[config.mk]
export PLATFORM = sky130hd
export DESIGN_NAME = pmepr_regs
export DESIGN_NICKNAME = d
export VERILOG_FILES = /design/src/pmepr_pkg.sv /design/src/pmepr_regs.sv /design/src/pmepr_serial_tx.sv
export SDC_FILE = /design/constraint.sdc
export NUM_CORES = 1
export LEC_CHECK = 0
export BUFFER_PORTS_ARGS = -buffer_cell sky130_fd_sc_hd__buf_4
export CAP_MARGIN = 15
export CELL_PAD_IN_SITES_DETAIL_PLACEMENT = 0
export CELL_PAD_IN_SITES_GLOBAL_PLACEMENT = 1
export CORE_MARGIN = 2
export CORE_UTILIZATION = 40
export CTS_CLUSTER_SIZE = 25
export DETAILED_ROUTE_END_ITERATION = 10
export GPL_TIMING_DRIVEN = 1
export PLACE_DENSITY = 0.82
export SLEW_MARGIN = 20
export SYNTH_ARGS = -nofsm -noshare
export SYNTH_HDL_FRONTEND = slang
export SYNTH_SLANG_ARGS = --single-unit
[constraint.sdc]
create_clock -name CLK_SYS -period 2.9 [get_ports CLK_SYS]
set_input_delay 0.29 -clock CLK_SYS [delete_from_list [all_inputs] [get_ports CLK_SYS]]
set_output_delay 0.29 -clock CLK_SYS [all_outputs]
set_load 0.03 [all_outputs]
[src/pmepr_pkg.sv]
package pmepr_pkg;
   // ===========================================
   // Register offsets (byte addresses)
   localparam logic [15:0] OFS_SMI_EVENT_STATUS = 16'h8500;
   localparam logic [15:0] OFS_PACKET_CONTROL_ENABLES = 16'h8504;
   localparam logic [15:0] OFS_CLOCK_STOP_CONTROL = 16'h8508;
   localparam logic [15:0] OFS_EVENT_PACKET = 16'h850C;
   // ===========================================
   // Field positions
   localparam int STS_MEM_BIT = 2;
   localparam int STS_IO_BIT = 1;
   localparam int STS_PIN_BIT = 0;
   localparam int CTL_TEST_BIT = 5;
   localparam int CTL_FREQ_HI = 4;
   localparam int CTL_FREQ_LO = 3;
   localparam int CTL_RD_BIT = 2;
   localparam int CTL_CPU_BIT = 1;
   localparam int CTL_VID_BIT = 0;
   localparam int CSTP_BIT = 0;
   localparam int PKT_VSYNC_BIT = 7;
   localparam int PKT_MISS_BIT = 6;
   localparam int PKT_RANGE_BIT = 1;
   localparam int PKT_VIDEO_BIT = 0;
   // ===========================================
   // Reset values
   localparam logic [7:0] RST_REG8 = 8'h00;
   // ===========================================
   // Interval selects and timing
   localparam logic [1:0] SEND_OFF = 2'h0;
   localparam logic [1:0] SEND_1MS = 2'h1;
   localparam logic [1:0] SEND_5MS = 2'h2;
   localparam logic [1:0] SEND_10MS = 2'h3;
   localparam int CLK_HZ = 25000000;
   localparam int T_1MS_US = 1000;
   localparam int T_5MS_US = 5000;
   localparam int T_10MS_US = 10000;
   localparam int CYC_1MS = T_1MS_US * (CLK_HZ / 1000000);
   localparam int CYC_5MS = T_5MS_US * (CLK_HZ / 1000000);
   localparam int CYC_10MS = T_10MS_US * (CLK_HZ / 1000000);
   localparam int START_CYCLES = 2;
   localparam int PKT_BITS = 8;
   // ===========================================
   // Serial framer states
   typedef enum logic [3:0] {
      SER_IDLE = 4'b0001,
      SER_START = 4'b0010,
      SER_DATA = 4'b0100,
      SER_END = 4'b1000
   } pmepr_ser_t;
endpackage

[src/pmepr_regs.sv]
`timescale 1ns/100ps
// Operation
// - Status flags are sticky; writing one clears, zero leaves unchanged.
// - Status bit 2 set on trapped VGA memory access.
// - Status bit 1 set on trapped VGA I/O access.
// - Status bit 0 set when external management interrupt pin asserts.
// - Writing control bit 5 sends the current packet at once.
// - Bits 4:3 pick 1, 5, 10 ms interval; send only if packet nonzero.
// - Control bit 0 enables video decode event recording.
// - Clock-stop set and suspend asserted gives suspend acknowledge.
// - Packet bit 7 set on vertical sync interrupt flag.
// - Packet bit 6 set on enabled non-fetch cache miss.
// - Packet bit 1 set on programmable address range hit.
// - Serial line low until interval, then high two clocks.
// - Bits 7 to 0 shifted, one-clock end mark, then packet cleared.
// - Packet bits hold until send completes; events accumulate.
// - Packet bit 0 set on enabled display register or memory access.
module pmepr_regs #(
   parameter int CYC_1MS = pmepr_pkg::CYC_1MS,
   parameter int CYC_5MS = pmepr_pkg::CYC_5MS,
   parameter int CYC_10MS = pmepr_pkg::CYC_10MS
) (
   // Clock and reset
   input wire logic CLK_SYS,
   input wire logic RESET_N,
   // Register port
   input wire logic REG_WR,
   input wire logic REG_RD,
   input wire logic [15:0] REG_ADDR,
   input wire logic [31:0] REG_WDATA,
   output logic [31:0] REG_RDATA,
   // Trap and pin events
   input wire logic VGA_MEM_TRAP,
   input wire logic VGA_IO_TRAP,
   input wire logic MGMT_IRQ_IN_N,
   // Packet event sources
   input wire logic VERTICAL_IRQ_FLAG,
   input wire logic CACHE_MISS,
   input wire logic CACHE_MISS_WRITE,
   input wire logic CACHE_MISS_IFETCH,
   input wire logic RANGE_HIT,
   input wire logic VIDEO_ACCESS,
   // Suspend
   input wire logic SUSPEND_REQUEST_N,
   output logic SUSPEND_ACK_N,
   output logic CLOCK_HALT_MODE,
   // Serial link
   output logic EVENT_SERIAL_OUT
);
   localparam int CW = 24;

   logic [2:0] status_q;
   logic [4:0] ctrl_q;
   logic clock_halt_mode_q;
   logic [7:0] packet_q;
   logic [CW-1:0] tick_q;
   logic send_test_q;
   logic send_go;
   logic busy;
   logic done;
   logic interval_hit;
   logic [CW-1:0] limit;
   logic [7:0] pkt_set;
   logic miss_ok;
   logic wr_sts, wr_ctl, wr_cstp;
   logic [1:0] send_interval;

   if (CYC_10MS >= (1 << CW) || CYC_1MS < 1 || CYC_5MS < 1 || CYC_10MS < 1) begin
      $error("interval count out of range");
   end

   // ===========================================
   // Address decode
   always_comb begin
      wr_sts = 1'b0;
      wr_ctl = 1'b0;
      wr_cstp = 1'b0;
      if (REG_WR && REG_ADDR == pmepr_pkg::OFS_SMI_EVENT_STATUS) begin
         wr_sts = 1'b1;
      end else if (REG_WR && REG_ADDR == pmepr_pkg::OFS_PACKET_CONTROL_ENABLES) begin
         wr_ctl = 1'b1;
      end else if (REG_WR && REG_ADDR == pmepr_pkg::OFS_CLOCK_STOP_CONTROL) begin
         wr_cstp = 1'b1;
      end
   end

   // ===========================================
   // Status flags: a same-cycle event beats the clear
   always_ff @(posedge CLK_SYS or negedge RESET_N) begin
      if (!RESET_N) begin
         status_q <= 3'h0;
      end else begin
         status_q <= (status_q & ~(wr_sts ? REG_WDATA[2:0] : 3'h0))
            | {VGA_MEM_TRAP,
               VGA_IO_TRAP,
               !MGMT_IRQ_IN_N};
      end
   end

   // ===========================================
   // Control and clock-stop registers
   always_ff @(posedge CLK_SYS or negedge RESET_N) begin
      if (!RESET_N) begin
         ctrl_q <= 5'h00;
         clock_halt_mode_q <= 1'b0;
         send_test_q <= 1'b0;
      end else begin
         send_test_q <= wr_ctl && REG_WDATA[pmepr_pkg::CTL_TEST_BIT];
         if (wr_ctl) begin
            ctrl_q <= REG_WDATA[4:0];
         end
         if (wr_cstp) begin
            clock_halt_mode_q <= REG_WDATA[pmepr_pkg::CSTP_BIT];
         end
      end
   end

   assign send_interval = ctrl_q[pmepr_pkg::CTL_FREQ_HI:pmepr_pkg::CTL_FREQ_LO];
   assign CLOCK_HALT_MODE = clock_halt_mode_q;
   // Ack only in clock-stop mode; refresh mode keeps clocks
   assign SUSPEND_ACK_N = !(clock_halt_mode_q && !SUSPEND_REQUEST_N);

   // ===========================================
   // Packet event capture
   always_comb begin
      miss_ok = CACHE_MISS && !CACHE_MISS_IFETCH && ctrl_q[pmepr_pkg::CTL_CPU_BIT]
         && (CACHE_MISS_WRITE || ctrl_q[pmepr_pkg::CTL_RD_BIT]);
      pkt_set = 8'h00;
      pkt_set[pmepr_pkg::PKT_VSYNC_BIT] = VERTICAL_IRQ_FLAG;
      pkt_set[pmepr_pkg::PKT_MISS_BIT] = miss_ok;
      pkt_set[pmepr_pkg::PKT_RANGE_BIT] = RANGE_HIT;
      pkt_set[pmepr_pkg::PKT_VIDEO_BIT] = VIDEO_ACCESS && ctrl_q[pmepr_pkg::CTL_VID_BIT];
   end

   // Cleared as the frame ends; only an event on that very edge is kept
   always_ff @(posedge CLK_SYS or negedge RESET_N) begin
      if (!RESET_N) begin
         packet_q <= pmepr_pkg::RST_REG8;
      end else if (done) begin
         packet_q <= pkt_set;
      end else begin
         packet_q <= packet_q | pkt_set;
      end
   end

   // ===========================================
   // Interval timer
   always_comb begin
      case (send_interval)
         pmepr_pkg::SEND_1MS: limit = CW'(CYC_1MS - 1);
         pmepr_pkg::SEND_5MS: limit = CW'(CYC_5MS - 1);
         pmepr_pkg::SEND_10MS: limit = CW'(CYC_10MS - 1);
         default: limit = '0;
      endcase
   end

   always_ff @(posedge CLK_SYS or negedge RESET_N) begin
      if (!RESET_N) begin
         tick_q <= '0;
      end else if (send_interval == pmepr_pkg::SEND_OFF || tick_q >= limit) begin
         tick_q <= '0;
      end else begin
         tick_q <= tick_q + 1'b1;
      end
   end

   assign interval_hit = send_interval != pmepr_pkg::SEND_OFF && tick_q >= limit;
   // A timed send needs a nonzero packet; a test send never does
   // Blocked on the done cycle, when the packet still holds the bits just sent
   assign send_go = !busy && !done && (send_test_q || (interval_hit && packet_q != 8'h00));

   pmepr_serial_tx #(
      .WIDTH(pmepr_pkg::PKT_BITS)
   ) u_tx (
      .CLK_SYS(CLK_SYS),
      .RESET_N(RESET_N),
      .send_go(send_go),
      .send_data(packet_q),
      .busy(busy),
      .done(done),
      .event_serial_out(EVENT_SERIAL_OUT)
   );

   // ===========================================
   // Read data; test bit reads as zero
   always_ff @(posedge CLK_SYS or negedge RESET_N) begin
      if (!RESET_N) begin
         REG_RDATA <= 32'h0000_0000;
      end else if (!REG_RD) begin
         REG_RDATA <= 32'h0000_0000;
      end else if (REG_ADDR == pmepr_pkg::OFS_SMI_EVENT_STATUS) begin
         REG_RDATA <= {29'h0, status_q};
      end else if (REG_ADDR == pmepr_pkg::OFS_PACKET_CONTROL_ENABLES) begin
         REG_RDATA <= {27'h0, ctrl_q};
      end else if (REG_ADDR == pmepr_pkg::OFS_CLOCK_STOP_CONTROL) begin
         REG_RDATA <= {31'h0, clock_halt_mode_q};
      end else if (REG_ADDR == pmepr_pkg::OFS_EVENT_PACKET) begin
         REG_RDATA <= {24'h0, packet_q};
      end else begin
         REG_RDATA <= 32'h0000_0000;
      end
   end

   // ===========================================
   // Checks
   a_flag_sticky: assert property (@(posedge CLK_SYS) disable iff (!RESET_N)
      status_q[0] && !wr_sts |=> status_q[0])
      else $error("status flag dropped without clear");
   a_pin_sets_flag: assert property (@(posedge CLK_SYS) disable iff (!RESET_N)
      !MGMT_IRQ_IN_N |=> status_q[pmepr_pkg::STS_PIN_BIT])
      else $error("pin flag not set");
   a_mem_sets_flag: assert property (@(posedge CLK_SYS) disable iff (!RESET_N)
      VGA_MEM_TRAP |=> status_q[pmepr_pkg::STS_MEM_BIT])
      else $error("memory trap flag not set");
   a_io_sets_flag: assert property (@(posedge CLK_SYS) disable iff (!RESET_N)
      VGA_IO_TRAP |=> status_q[pmepr_pkg::STS_IO_BIT])
      else $error("io trap flag not set");
   a_test_starts: assert property (@(posedge CLK_SYS) disable iff (!RESET_N)
      wr_ctl && REG_WDATA[pmepr_pkg::CTL_TEST_BIT] && !busy |=> ##1 busy)
      else $error("test send did not start");
   a_empty_no_send: assert property (@(posedge CLK_SYS) disable iff (!RESET_N)
      !send_test_q && packet_q == 8'h00 |-> !send_go)
      else $error("empty packet sent");
   a_ack_mode: assert property (@(posedge CLK_SYS) disable iff (!RESET_N)
      !clock_halt_mode_q |-> SUSPEND_ACK_N)
      else $error("ack in refresh mode");
   a_vsync_held: assert property (@(posedge CLK_SYS) disable iff (!RESET_N)
      VERTICAL_IRQ_FLAG ##1 !done |-> packet_q[pmepr_pkg::PKT_VSYNC_BIT])
      else $error("vsync bit not held");
   a_fetch_ignored: assert property (@(posedge CLK_SYS) disable iff (!RESET_N)
      CACHE_MISS_IFETCH |-> !pkt_set[pmepr_pkg::PKT_MISS_BIT])
      else $error("fetch miss reported");
   c_timed_send: cover property (@(posedge CLK_SYS) disable iff (!RESET_N)
      interval_hit && send_go);
   c_test_send: cover property (@(posedge CLK_SYS) disable iff (!RESET_N) send_test_q);
   c_ack: cover property (@(posedge CLK_SYS) disable iff (!RESET_N) !SUSPEND_ACK_N);
endmodule

[src/pmepr_serial_tx.sv]
`timescale 1ns/100ps
module pmepr_serial_tx #(
   parameter int WIDTH = 8
) (
   // Clock and reset
   input wire logic CLK_SYS,
   input wire logic RESET_N,
   // Packet handoff
   input wire logic send_go,
   input wire logic [WIDTH-1:0] send_data,
   output logic busy,
   output logic done,
   // Link
   output logic event_serial_out
);
   pmepr_pkg::pmepr_ser_t st_q;
   logic [WIDTH-1:0] sh_q;
   logic [3:0] cnt_q;

   // Start mark, WIDTH data bits and end mark, then done a clock later
   localparam int FRAME_CYC = WIDTH + 3;

   // The shifter needs two bits at least; the counter holds at most 15
   if (WIDTH < 2 || WIDTH > 15) begin
      $error("WIDTH out of range");
   end

   assign busy = (st_q != pmepr_pkg::SER_IDLE);

   always_ff @(posedge CLK_SYS or negedge RESET_N) begin
      if (!RESET_N) begin
         st_q <= pmepr_pkg::SER_IDLE;
         sh_q <= '0;
         cnt_q <= 4'h0;
         event_serial_out <= 1'b0;
         done <= 1'b0;
      end else begin
         done <= 1'b0;
         case (st_q)
            pmepr_pkg::SER_IDLE: begin
               event_serial_out <= 1'b0;
               if (send_go) begin
                  // Two-clock high start mark
                  st_q <= pmepr_pkg::SER_START;
                  sh_q <= send_data;
                  cnt_q <= 4'(pmepr_pkg::START_CYCLES - 1);
                  event_serial_out <= 1'b1;
               end
            end
            pmepr_pkg::SER_START: begin
               if (cnt_q == 4'h0) begin
                  st_q <= pmepr_pkg::SER_DATA;
                  cnt_q <= 4'(WIDTH - 1);
                  event_serial_out <= sh_q[WIDTH-1];
                  sh_q <= {sh_q[WIDTH-2:0], 1'b0};
               end else begin
                  cnt_q <= cnt_q - 4'h1;
               end
            end
            pmepr_pkg::SER_DATA: begin
               // MSB first, one bit per clock
               if (cnt_q == 4'h0) begin
                  st_q <= pmepr_pkg::SER_END;
                  event_serial_out <= 1'b1;
               end else begin
                  cnt_q <= cnt_q - 4'h1;
                  event_serial_out <= sh_q[WIDTH-1];
                  sh_q <= {sh_q[WIDTH-2:0], 1'b0};
               end
            end
            pmepr_pkg::SER_END: begin
               st_q <= pmepr_pkg::SER_IDLE;
               event_serial_out <= 1'b0;
               done <= 1'b1;
            end
            default: st_q <= pmepr_pkg::SER_IDLE;
         endcase
      end
   end

   a_start_two_high: assert property (@(posedge CLK_SYS) disable iff (!RESET_N)
      $rose(busy) |-> event_serial_out ##1 event_serial_out)
      else $error("start mark not two clocks high");
   a_frame_length: assert property (@(posedge CLK_SYS) disable iff (!RESET_N)
      $rose(busy) |-> ##(FRAME_CYC) done)
      else $error("frame length wrong");
   a_end_then_low: assert property (@(posedge CLK_SYS) disable iff (!RESET_N)
      done |-> !event_serial_out)
      else $error("line not low after end mark");
   c_frame: cover property (@(posedge CLK_SYS) disable iff (!RESET_N) done);
endmodule

# ---- Yosys cells after proc, flatten, opt, wreduce, memory -nomap -nowiden
# Index checks and enable logic that the tools add are counted.
dict set report op_classes {
  n_addsub 2
  n_lt_le_gt_ge 1
  eq_ne 16
  mux 32
  bitwise_logic 4
  n_reduce_logical 32
}
# cell count
set ops {}
lappend ops {{$mux 8} 9}
lappend ops {{$eq 16x16->1 const B} 4}
lappend ops {{$pmux 18 s3} 1}
lappend ops {{$add 24x1->24 const B} 1}
lappend ops {{$ge 24x24->1} 1}
lappend ops {{$mux 24} 1}
lappend ops {{$mux 4} 6}
lappend ops {{$pmux 4 s3} 2}
lappend ops {{$pmux 8 s3} 1}
lappend ops {{$logic_and 1x1->1} 13}
lappend ops {{$mux 1} 10}
lappend ops {{$or 8x8->8} 1}
lappend ops {{$reduce_bool 8->1} 1}
lappend ops {{$logic_not 1->1} 6}
lappend ops {{$reduce_and 3->1} 2}
lappend ops {{$eq 2x2->1 const B} 2}
lappend ops {{$eq 4x1->1 const B} 1}
lappend ops {{$eq 4x2->1 const B} 1}
lappend ops {{$eq 4x3->1 const B} 1}
lappend ops {{$eq 4x4->1 const B} 1}
lappend ops {{$logic_not 4->1} 1}
lappend ops {{$ne 2x1->1 const B} 2}
lappend ops {{$ne 2x2->1 const B} 2}
lappend ops {{$ne 4x1->1 const B} 1}
lappend ops {{14 further kinds} 16}
dict set report word_totals {
  register_bits 92
  inputBits 62
}

# ---- Depth between registers and ports, before layout
# Gate-level depths: netlist of the first run.
dict set report depth {
  word_depth 9
  depth_mapped 11
  mapped_depth_nobuf 11
}

# ---- Modules after synthesis
# A second synthesis of the first run with hierarchy kept.
dict set report hier_totals {
  cells_unflattened 358
  area_unflattened_um2 3721.1
}
# mod instances cells_per_inst area_each_um2
set modules_own_cells {}
lappend modules_own_cells {pmepr_regs 1 257 2673.8}
lappend modules_own_cells {pmepr_serial_tx 1 101 1047.3}

# ---- Least setup slack after synthesis of the first run
# Ideal clock, no wire load.
dict set report synth_timing {
  kind {reg2reg}
  start {reg ctrl_q[3]}
  end {reg u_tx.sh_q[1]}
  setup_ns 0.125
  arrival_time_ns 2.515
  required_time_ns 2.775
  path_slack_ns 0.260
  stages_incl_launch_ff 12
  path_buffers 0
  synth_period_minus_slack_ns 2.640
  path_cell_list {dfrtp_1 > inv_1 > ha_1 > inv_1 > o21ai_0 > ha_1 > a211oi_1 > o211ai_1 > a41oi_2 > a21oi_4 > o21ai_4 > mux2_4}
}
dict set report synth_via {
  elab_chain_cells 9
}
# item line
set synth_rtl {}
lappend synth_rtl {{start, declared} pmepr_regs.sv:53} ;# logic [4:0] ctrl_q;
lappend synth_rtl {{start signal, assigned} pmepr_regs.sv:110} ;# ctrl_q <= REG_WDATA[4:0];
lappend synth_rtl {{$eq 2x2->1 / $eq 2x1->1 (equally long branches)} pmepr_regs.sv:149} ;# case (send_interval)
lappend synth_rtl {{$pmux 18 s3} pmepr_regs.sv:149}
lappend synth_rtl {{$ge 24x24->1} pmepr_regs.sv:167} ;# assign interval_hit = send_interval != pmepr_pkg::SEND_OFF && tick_q >= limit;
lappend synth_rtl {{$logic_and 1x1->1 *} pmepr_regs.sv:167}
lappend synth_rtl {{$logic_and 1x1->1 *} pmepr_regs.sv:170} ;# assign send_go = !busy && !done && (send_test_q || (interval_hit && packet_q != 8'h00));
lappend synth_rtl {{$logic_or 1x1->1 *} pmepr_regs.sv:170}
lappend synth_rtl {{$logic_and 1x1->1 *} pmepr_regs.sv:170}
lappend synth_rtl {{$ne 2x2->1 (no source line) *} --}
lappend synth_rtl {{$reduce_and 4->1 (no source line) *} --}
lappend synth_rtl {{end signal, assigned} pmepr_serial_tx.sv:45} ;# sh_q <= send_data;
lappend synth_rtl {{end signal, assigned} pmepr_serial_tx.sv:55} ;# sh_q <= {sh_q[WIDTH-2:0], 1'b0};
lappend synth_rtl {{end signal, assigned} pmepr_serial_tx.sv:68} ;# sh_q <= {sh_q[WIDTH-2:0], 1'b0};
lappend synth_rtl {{end, declared} pmepr_serial_tx.sv:17} ;# logic [WIDTH-1:0] sh_q;
# Mark *: on every way between the ends. The rest lies on a longest branch, timed or not.
# A chain may end at the register's enable or synchronous reset.

# ---- Final worst setup path of the first run
dict set report layout_timing {
  start {reg ctrl_q[3]}
  end {reg u_tx.sh_q[2]}
}
# Same word-level chain as after synthesis.

==> flow_summary_export.csv, run 1 <==
group,metric,value,unit
placement,placed_cells,487,
finish,final_util,50.07,%
sta,finalCriticalPeriod,2.729,ns
drt,wirelength,6916,um
synthesis,synth_warnings,0,
finish,fin_area,4155,sq um
synthesis,netlist_area,3465,sq um
setup_path,rrSetupSlack,0.17,ns
placement,gp_congestion,0.8020,
finish,final_common_cell,"dfrtp_1",
synthesis,yosysSeqAreaShare,46.26,%
drt,vias,2453,
synthesis,synth_edf_count,0,
drt,drt-initial-drc-count,67,
floorplan,num_io_pins,97,
synthesis,ys.flop_type,"dfrtp_1",
pwr,powerDensity,454.9,nW/um^2
setup_path,crit_path_end_kind,"flop",
sta,setup_slack,0.1709,ns
floorplan,die_y,97.07,um
drt,drt-met1-wl,3163,um
sta,fin_skew,0.006993,ns
global_routing,grt_overflow,0,
pwr,p_leak,1.990,nW
finish,area.growth.synth_to_final,19.94,%
floorplan,core-area,8299,sq um
drt,routed.top_layer,"met4",
clock_network,insertion_delay,0.34,ns
finish,stdcell_count,504,
sta,finalMaxSlewViolations,0,
pwr,p_total,1.890,mW
sta,setup_viol,0,
synthesis,synth-async-reset-ratio,100.0,%
clock_network,cts.htree.levels,3,
finish,num-nets-final,480,
placement,pre_cts_ws,0.1143,ns
synthesis,synthCells,328,
drt,drt-wirelength-per-cell,13.72,um
global_routing,grt_start_max_net_pins,65,
sta,rsz0062_at_grt,"false",
sta,finalHoldViolCount,0,
sta,holdWs,0.02869,ns
sta,max_freq,366.4,MHz
sta,fin_crit_sh,94.11,%
status,outcome,"complete, no violations",
global_routing,grt_pass1_wl,11550,um
floorplan,rows,33,
min_path,hold_path.class,"input pin to async pin",
drt,met3_wirelength,269,um
clock_network,path_clk_slew,0.07,ns
pwr,ir_worst_vdd,0.0003519,V
drt,dr.pass1.iters,4,
setup_path,cp-start-kind,"flop",
synthesis,syn_area_per_cell,10.56,sq um
sta,max_slew_margin,47.38,%
floorplan,die_area,9422,sq um
clock_network,root_buffer,"clkbuf_8",
sta,tightest_slew,0.7893,ns
synthesis,synth_cell_types,54,
global_routing,grt_pass1_vias,2346,
clock_network,cts_tree,"yes",
setup_path,cp.required,3.13,ns
clock_network,cts_made_buffers,9,
synthesis,synth-seq-cells,64,
global_routing,antenna_found_initial,0,
finish,final_cell_mix,"dfrtp_1 (63), buf_4 (55), nor2_1 (40)",
floorplan,initial_core_util,41.75,%
finish,register_area,1603,sq um
placement,placed_area,3908,sq um
drt,via_per_inst,4.867,
drt,drc,0,
placement,port_buffers,46,
floorplan,die_width,97.07,um
clock_network,clockBufferDepth,2,
finish,diodes,0,
finish,fillers,782,
flow_run,drv_cap,0,
clock_network,clock_sinks,64,
drt,ant_nets,0,
finish,drive_above_1_share,22.56,%
sta,setup_tns,0,ns
setup_path,worstSetupPathType,"flop to flop",
placement,hpwlAfterDp,5042,um
setup_path,cp.arrival,2.96,ns
setup_path,cp_max_fo,5,
drt,wl_met2,3380,um
clock_network,hold_buffers,0,
global_routing,track_usage,15.25,%
finish,multiInputGateArea,1710,sq um
critical path: stages (launching register included):
cell and delay, ns:
dfrtp_1 0.41, inv_1 0.08, buf_4 0.15, ha_1 0.27, inv_1 0.05, ha_1 0.29, nand4_1 0.15, nor3_1 0.26
o21ai_1 0.19, a21oi_4 0.28, o21ai_4 0.10, buf_4 0.17, a22o_1 0.22
state kept, by name (all words and copies together) (netlist names), 3 cells and up:
register	count
tick_q	24
REG_RDATA	8
u_tx.sh_q	8
ctrl_q	5
packet_q	4
u_tx.cnt_q	4
u_tx.st_q	4
status_q	3
what timing repair did:
item                                    in CTS  in global routing
endpoints found under the setup margin       0                 10
buffers inserted                             0                  1
resized for setup                            0                  2
power breakdown:
group | internal [mW] | switching [mW]
clock | 0.510 | 0.365
combinational | 0.0391 | 0.0768
sequential | 0.897 | 0.00222
total | 1.45 | 0.444
routing by layer:
| metal | vias to the layer above | global-route usage (%) |
|---|---|---|
| met2 | 39 | 24.47 |
| met5 | - | 0 |
| met4 | 0 | 4.117 |
| li1 | 1222 | - |
| met1 | 1184 | 19.87 |
| met3 | 8 | 5.036 |
cell type report:
type | instances | area share (%)
clock inverters | 6 | 2.228
multi-input cells | 246 | 41.16
repair buffers | 55 | 9.937
clock buffers | 10 | 3.312
well taps | 105 | 3.162
inverters | 18 | 1.626
flip-flops and latches | 64 | 38.57
cells in the mapped netlist (all sizes together), types with 4 or more instances:
cell / number / share of area [%]
nor2: 40 / 4.3
inv: 18 / 2.0
a22o: 5 / 1.3
mux2i: 5 / 1.4
nor4: 8 / 1.6
buf: 27 / 5.6
nand2: 23 / 2.5
nand4: 5 / 0.90
nand3: 8 / 1.2
nor3: 5 / 1.0
o21ai: 8 / 1.5
a21o: 4 / 0.87
and3: 7 / 1.3
xnor2: 5 / 1.3
dfrtp: 63 / 46
a21oi: 6 / 1.2
ha: 24 / 8.7
mux2: 11 / 3.9
xor2: 12 / 3.0
cells by family after synthesis:
kind of cell    Yosys count  share of synthesized area (%)
simple gates            118                          17.91
flops                    64                          46.26
buf+inv                  47                          7.800
compound gates           40                          8.957
fa+ha+maj                24                          8.667
xor+xnor                 17                          4.297
mux                      17                          5.995
other cells               1                         0.1082
path summary, 6_finish.rpt:
kind	start	to	depth (start not counted)
max	ctrl_q[3]	u_tx.sh_q[2]	12
min	RESET_N	tick_q[11]	1
max reg2reg	ctrl_q[3]	u_tx.sh_q[2]	12
min reg2reg	tick_q[0]	tick_q[0]	1
max in group asynchronous	RESET_N	u_tx.st_q[2]	1
min in group CLK_SYS	RANGE_HIT	packet_q[1]	2
(Power assumes the default switching activity.)
==> inputs of run 2 (changes only) <==
Settings changed: CORE_UTILIZATION 40 to 36, PLACE_DENSITY 0.82 to 0.75.
==> run 2 against run 1 <==
Compared with the run above:
- first-iteration DRC count decreased by 15%
- clock power is 9.6% lower
- final cell count increased by 4.6%
- clock-buffer cell count rose by 1
- via count shrank 1.1%
- power fell by 4.4%
- combinational power barely moved
- largest power group unchanged
==> flow_summary_export.csv, run 2 (same netlist as run 1, synthesis figures left out) <==
group,metric,value,unit
finish,diodes,0,
finish,top_register,"tick_q",
clock_network,insertion_delay,0.35,ns
sta,max_slew_margin,47.33,%
clock_network,clock_sinks,64,
clock_network,cts_made_buffers,9,
drt,ant_nets,0,
drt,dr.pass1.iters,4,
setup_path,critical-path-max-stage-delay,0.38,ns
clock_network,path_clk_slew,0.07,ns
finish,largestRegisters,"tick_q (24), REG_RDATA (8), u_tx.sh_q (8)",
finish,stdcell_count,527,
clock_network,root_buffer,"clkbuf_8",
setup_path,crit-reg2reg-capture,"u_tx.sh_q[1]",
finish,register_area,1603,sq um
sta,finalCriticalPeriod,2.730,ns
global_routing,grt_start_max_net_pins,65,
setup_path,cp.required,3.13,ns
pwr,clock_power_share,43.8,%
sta,holdWs,0.01839,ns
drt,drc,0,
pwr,p_leak,1.979,nW
floorplan,die_area,10420,sq um
clock_network,cts.htree.levels,3,
setup_path,worstSetupPathType,"flop to flop",
pwr,ir_worst_vdd,0.0002208,V
setup_path,crit_slowest_cell,"dfrtp_1",
finish,largest_reg_flops,24,
pwr,p_int,1.364,mW
floorplan,num_io_pins,97,
setup_path,crit_path_end_kind,"flop",
global_routing,grt_overflow,0,
sta,setup_slack,0.1700,ns
sta,tightest_slew,0.7901,ns
placement,port_buffers,46,
finish,area.growth.synth_to_final,19.86,%
pwr,p_total,1.806,mW
setup_path,rrSetupSlack,0.17,ns
setup_path,crit_chain,"buf_4 -> ha_1 -> o21ai_0 -> ha_1 -> a211oi_2 -> o211ai_1 -> a41oi_2 -> a21oi_4 -> o21ai_4 -> mux2_4",
pwr,powerDensity,435.0,nW/um^2
finish,num-nets-final,479,
placement,hpwlAfterDp,4932,um
pwr,switching_share,24.47,%
min_path,hold_path.class,"input pin to async pin",
floorplan,die_width,102.1,um
floorplan,core-area,9284,sq um
clock_network,cts_tree,"yes",
finish,final_common_cell,"dfrtp_1",
finish,fin_area,4153,sq um
floorplan,die_y,102.1,um
pwr,seqPwrFrac,49.8,%
sta,finalMaxSlewViolations,0,
floorplan,initial_core_util,37.32,%
global_routing,antenna_found_initial,0,
setup_path,crit_top_cell,"ha_1",
finish,drive_above_1_share,22.36,%
sta,setup_tns,0,ns
placement,gp_congestion,0.8174,
global_routing,grt_pass1_vias,2352,
setup_path,cp_max_fo,5,
drt,drt-initial-drc-count,57,
drt,wirelength,6773,um
clock_network,hold_buffers,0,
sta,finalHoldViolCount,0,
global_routing,grt_pass1_wl,11230,um
global_routing,track_usage,14.03,%
pwr,power_switching,442.0,uW
setup_path,cp.arrival,2.96,ns
finish,final_util,44.73,%
clock_network,clockBufferDepth,2,
finish,multiInputGateArea,1710,sq um
setup_path,rr_startpoint,"ctrl_q[4]",
placement,placed_area,3923,sq um
pwr,power_frac_comb,6.4,%
setup_path,cp-start-kind,"flop",
flow_run,drv_cap,0,
setup_path,worstSetupEndpoint,"u_tx.sh_q[1]",
sta,max_freq,366.3,MHz
setup_path,startpoint,"ctrl_q[4]",
placement,pre_cts_ws,0.09125,ns
floorplan,rows,35,
finish,fillers,938,
status,outcome,"complete, no violations",
drt,via_per_inst,4.603,
drt,vias,2426,
drt,drt-wirelength-per-cell,12.85,um
sta,fin_skew,0.01242,ns
setup_path,r2r_cells,10,
finish,final_cell_mix,"dfrtp_1 (63), buf_4 (54), nor2_1 (40)",
placement,placed_cells,509,
sta,setup_viol,0,
sta,fin_crit_sh,94.14,%
[run 2: cell count changes in the layout (fill, tap and decap cells not counted)]
cell / before / now
clkinvlp_4: 2 / 1
clkbuf_1: 0 / 1
clkinv_4: 2 / 1
buf_4: 55 / 54
bufinv_16: 2 / 1
inv_6: 0 / 2
inv_1: 18 / 17
inv_2: 0 / 1
[run 2: worst min path at each step]
| stage | endpoint | cells past startpoint | slack (ns) |
|---|---|---|---|
| after floorplan | CLOCK_HALT_MODE | 0 | -0.006 |
| after global placement | tick_q[5] | 1 | 0.43 |
| after detailed placement | tick_q[5] | 1 | 0.43 |
| after CTS | tick_q[18] | 1 | 0.04 |
| after global routing | REG_RDATA[5] | 1 | 0.08 |
| final | tick_q[6] | 1 | 0.02 |
[run 2: metal layers]
layer,routed length [um],vias to the layer above,track usage [%]
met5,0,-,0
met4,74,0,4.923
met3,263,8,4.720
met2,3299,34,21.36
met1,3135,1164,18.75
li1,-,1220,-
[run 2: worst max-delay path, delay by kind of cell (launching register included)]
family / cells / cell delay (ns)
muxes: 1 / 0.32
DFF: 1 / 0.38
AOI/OAI and AO/OA: 6 / 1.27
buffers and inverters: 1 / 0.15
adders and majority gates: 2 / 0.48
[run 2: power by group through the flow]
stage               Clock (mW)  Sequential (mW)  Combinational, mW
detailed placement           0            0.917              0.117
global placement             0            0.917              0.117
floorplan                    0            0.918             0.0811
CTS                      0.820            0.900              0.118
global route             0.866            0.900              0.128
finish                   0.791            0.900              0.116
[run 2: timing repair]
action / in CTS / in global routing
gates resized for setup: 0 / 3
setup endpoints to repair: 0 / 10
setup buffers: 0 / 2
[run 2: area by class of cell]
class                      instances  area share [%]
multi-input combinational        246           41.19
sequential                        64           38.60
timing repair buffer              54           9.762
tap                              129           3.887
clock buffer                      11           3.405
inverter                          18           1.627
clock inverter                     5           1.537
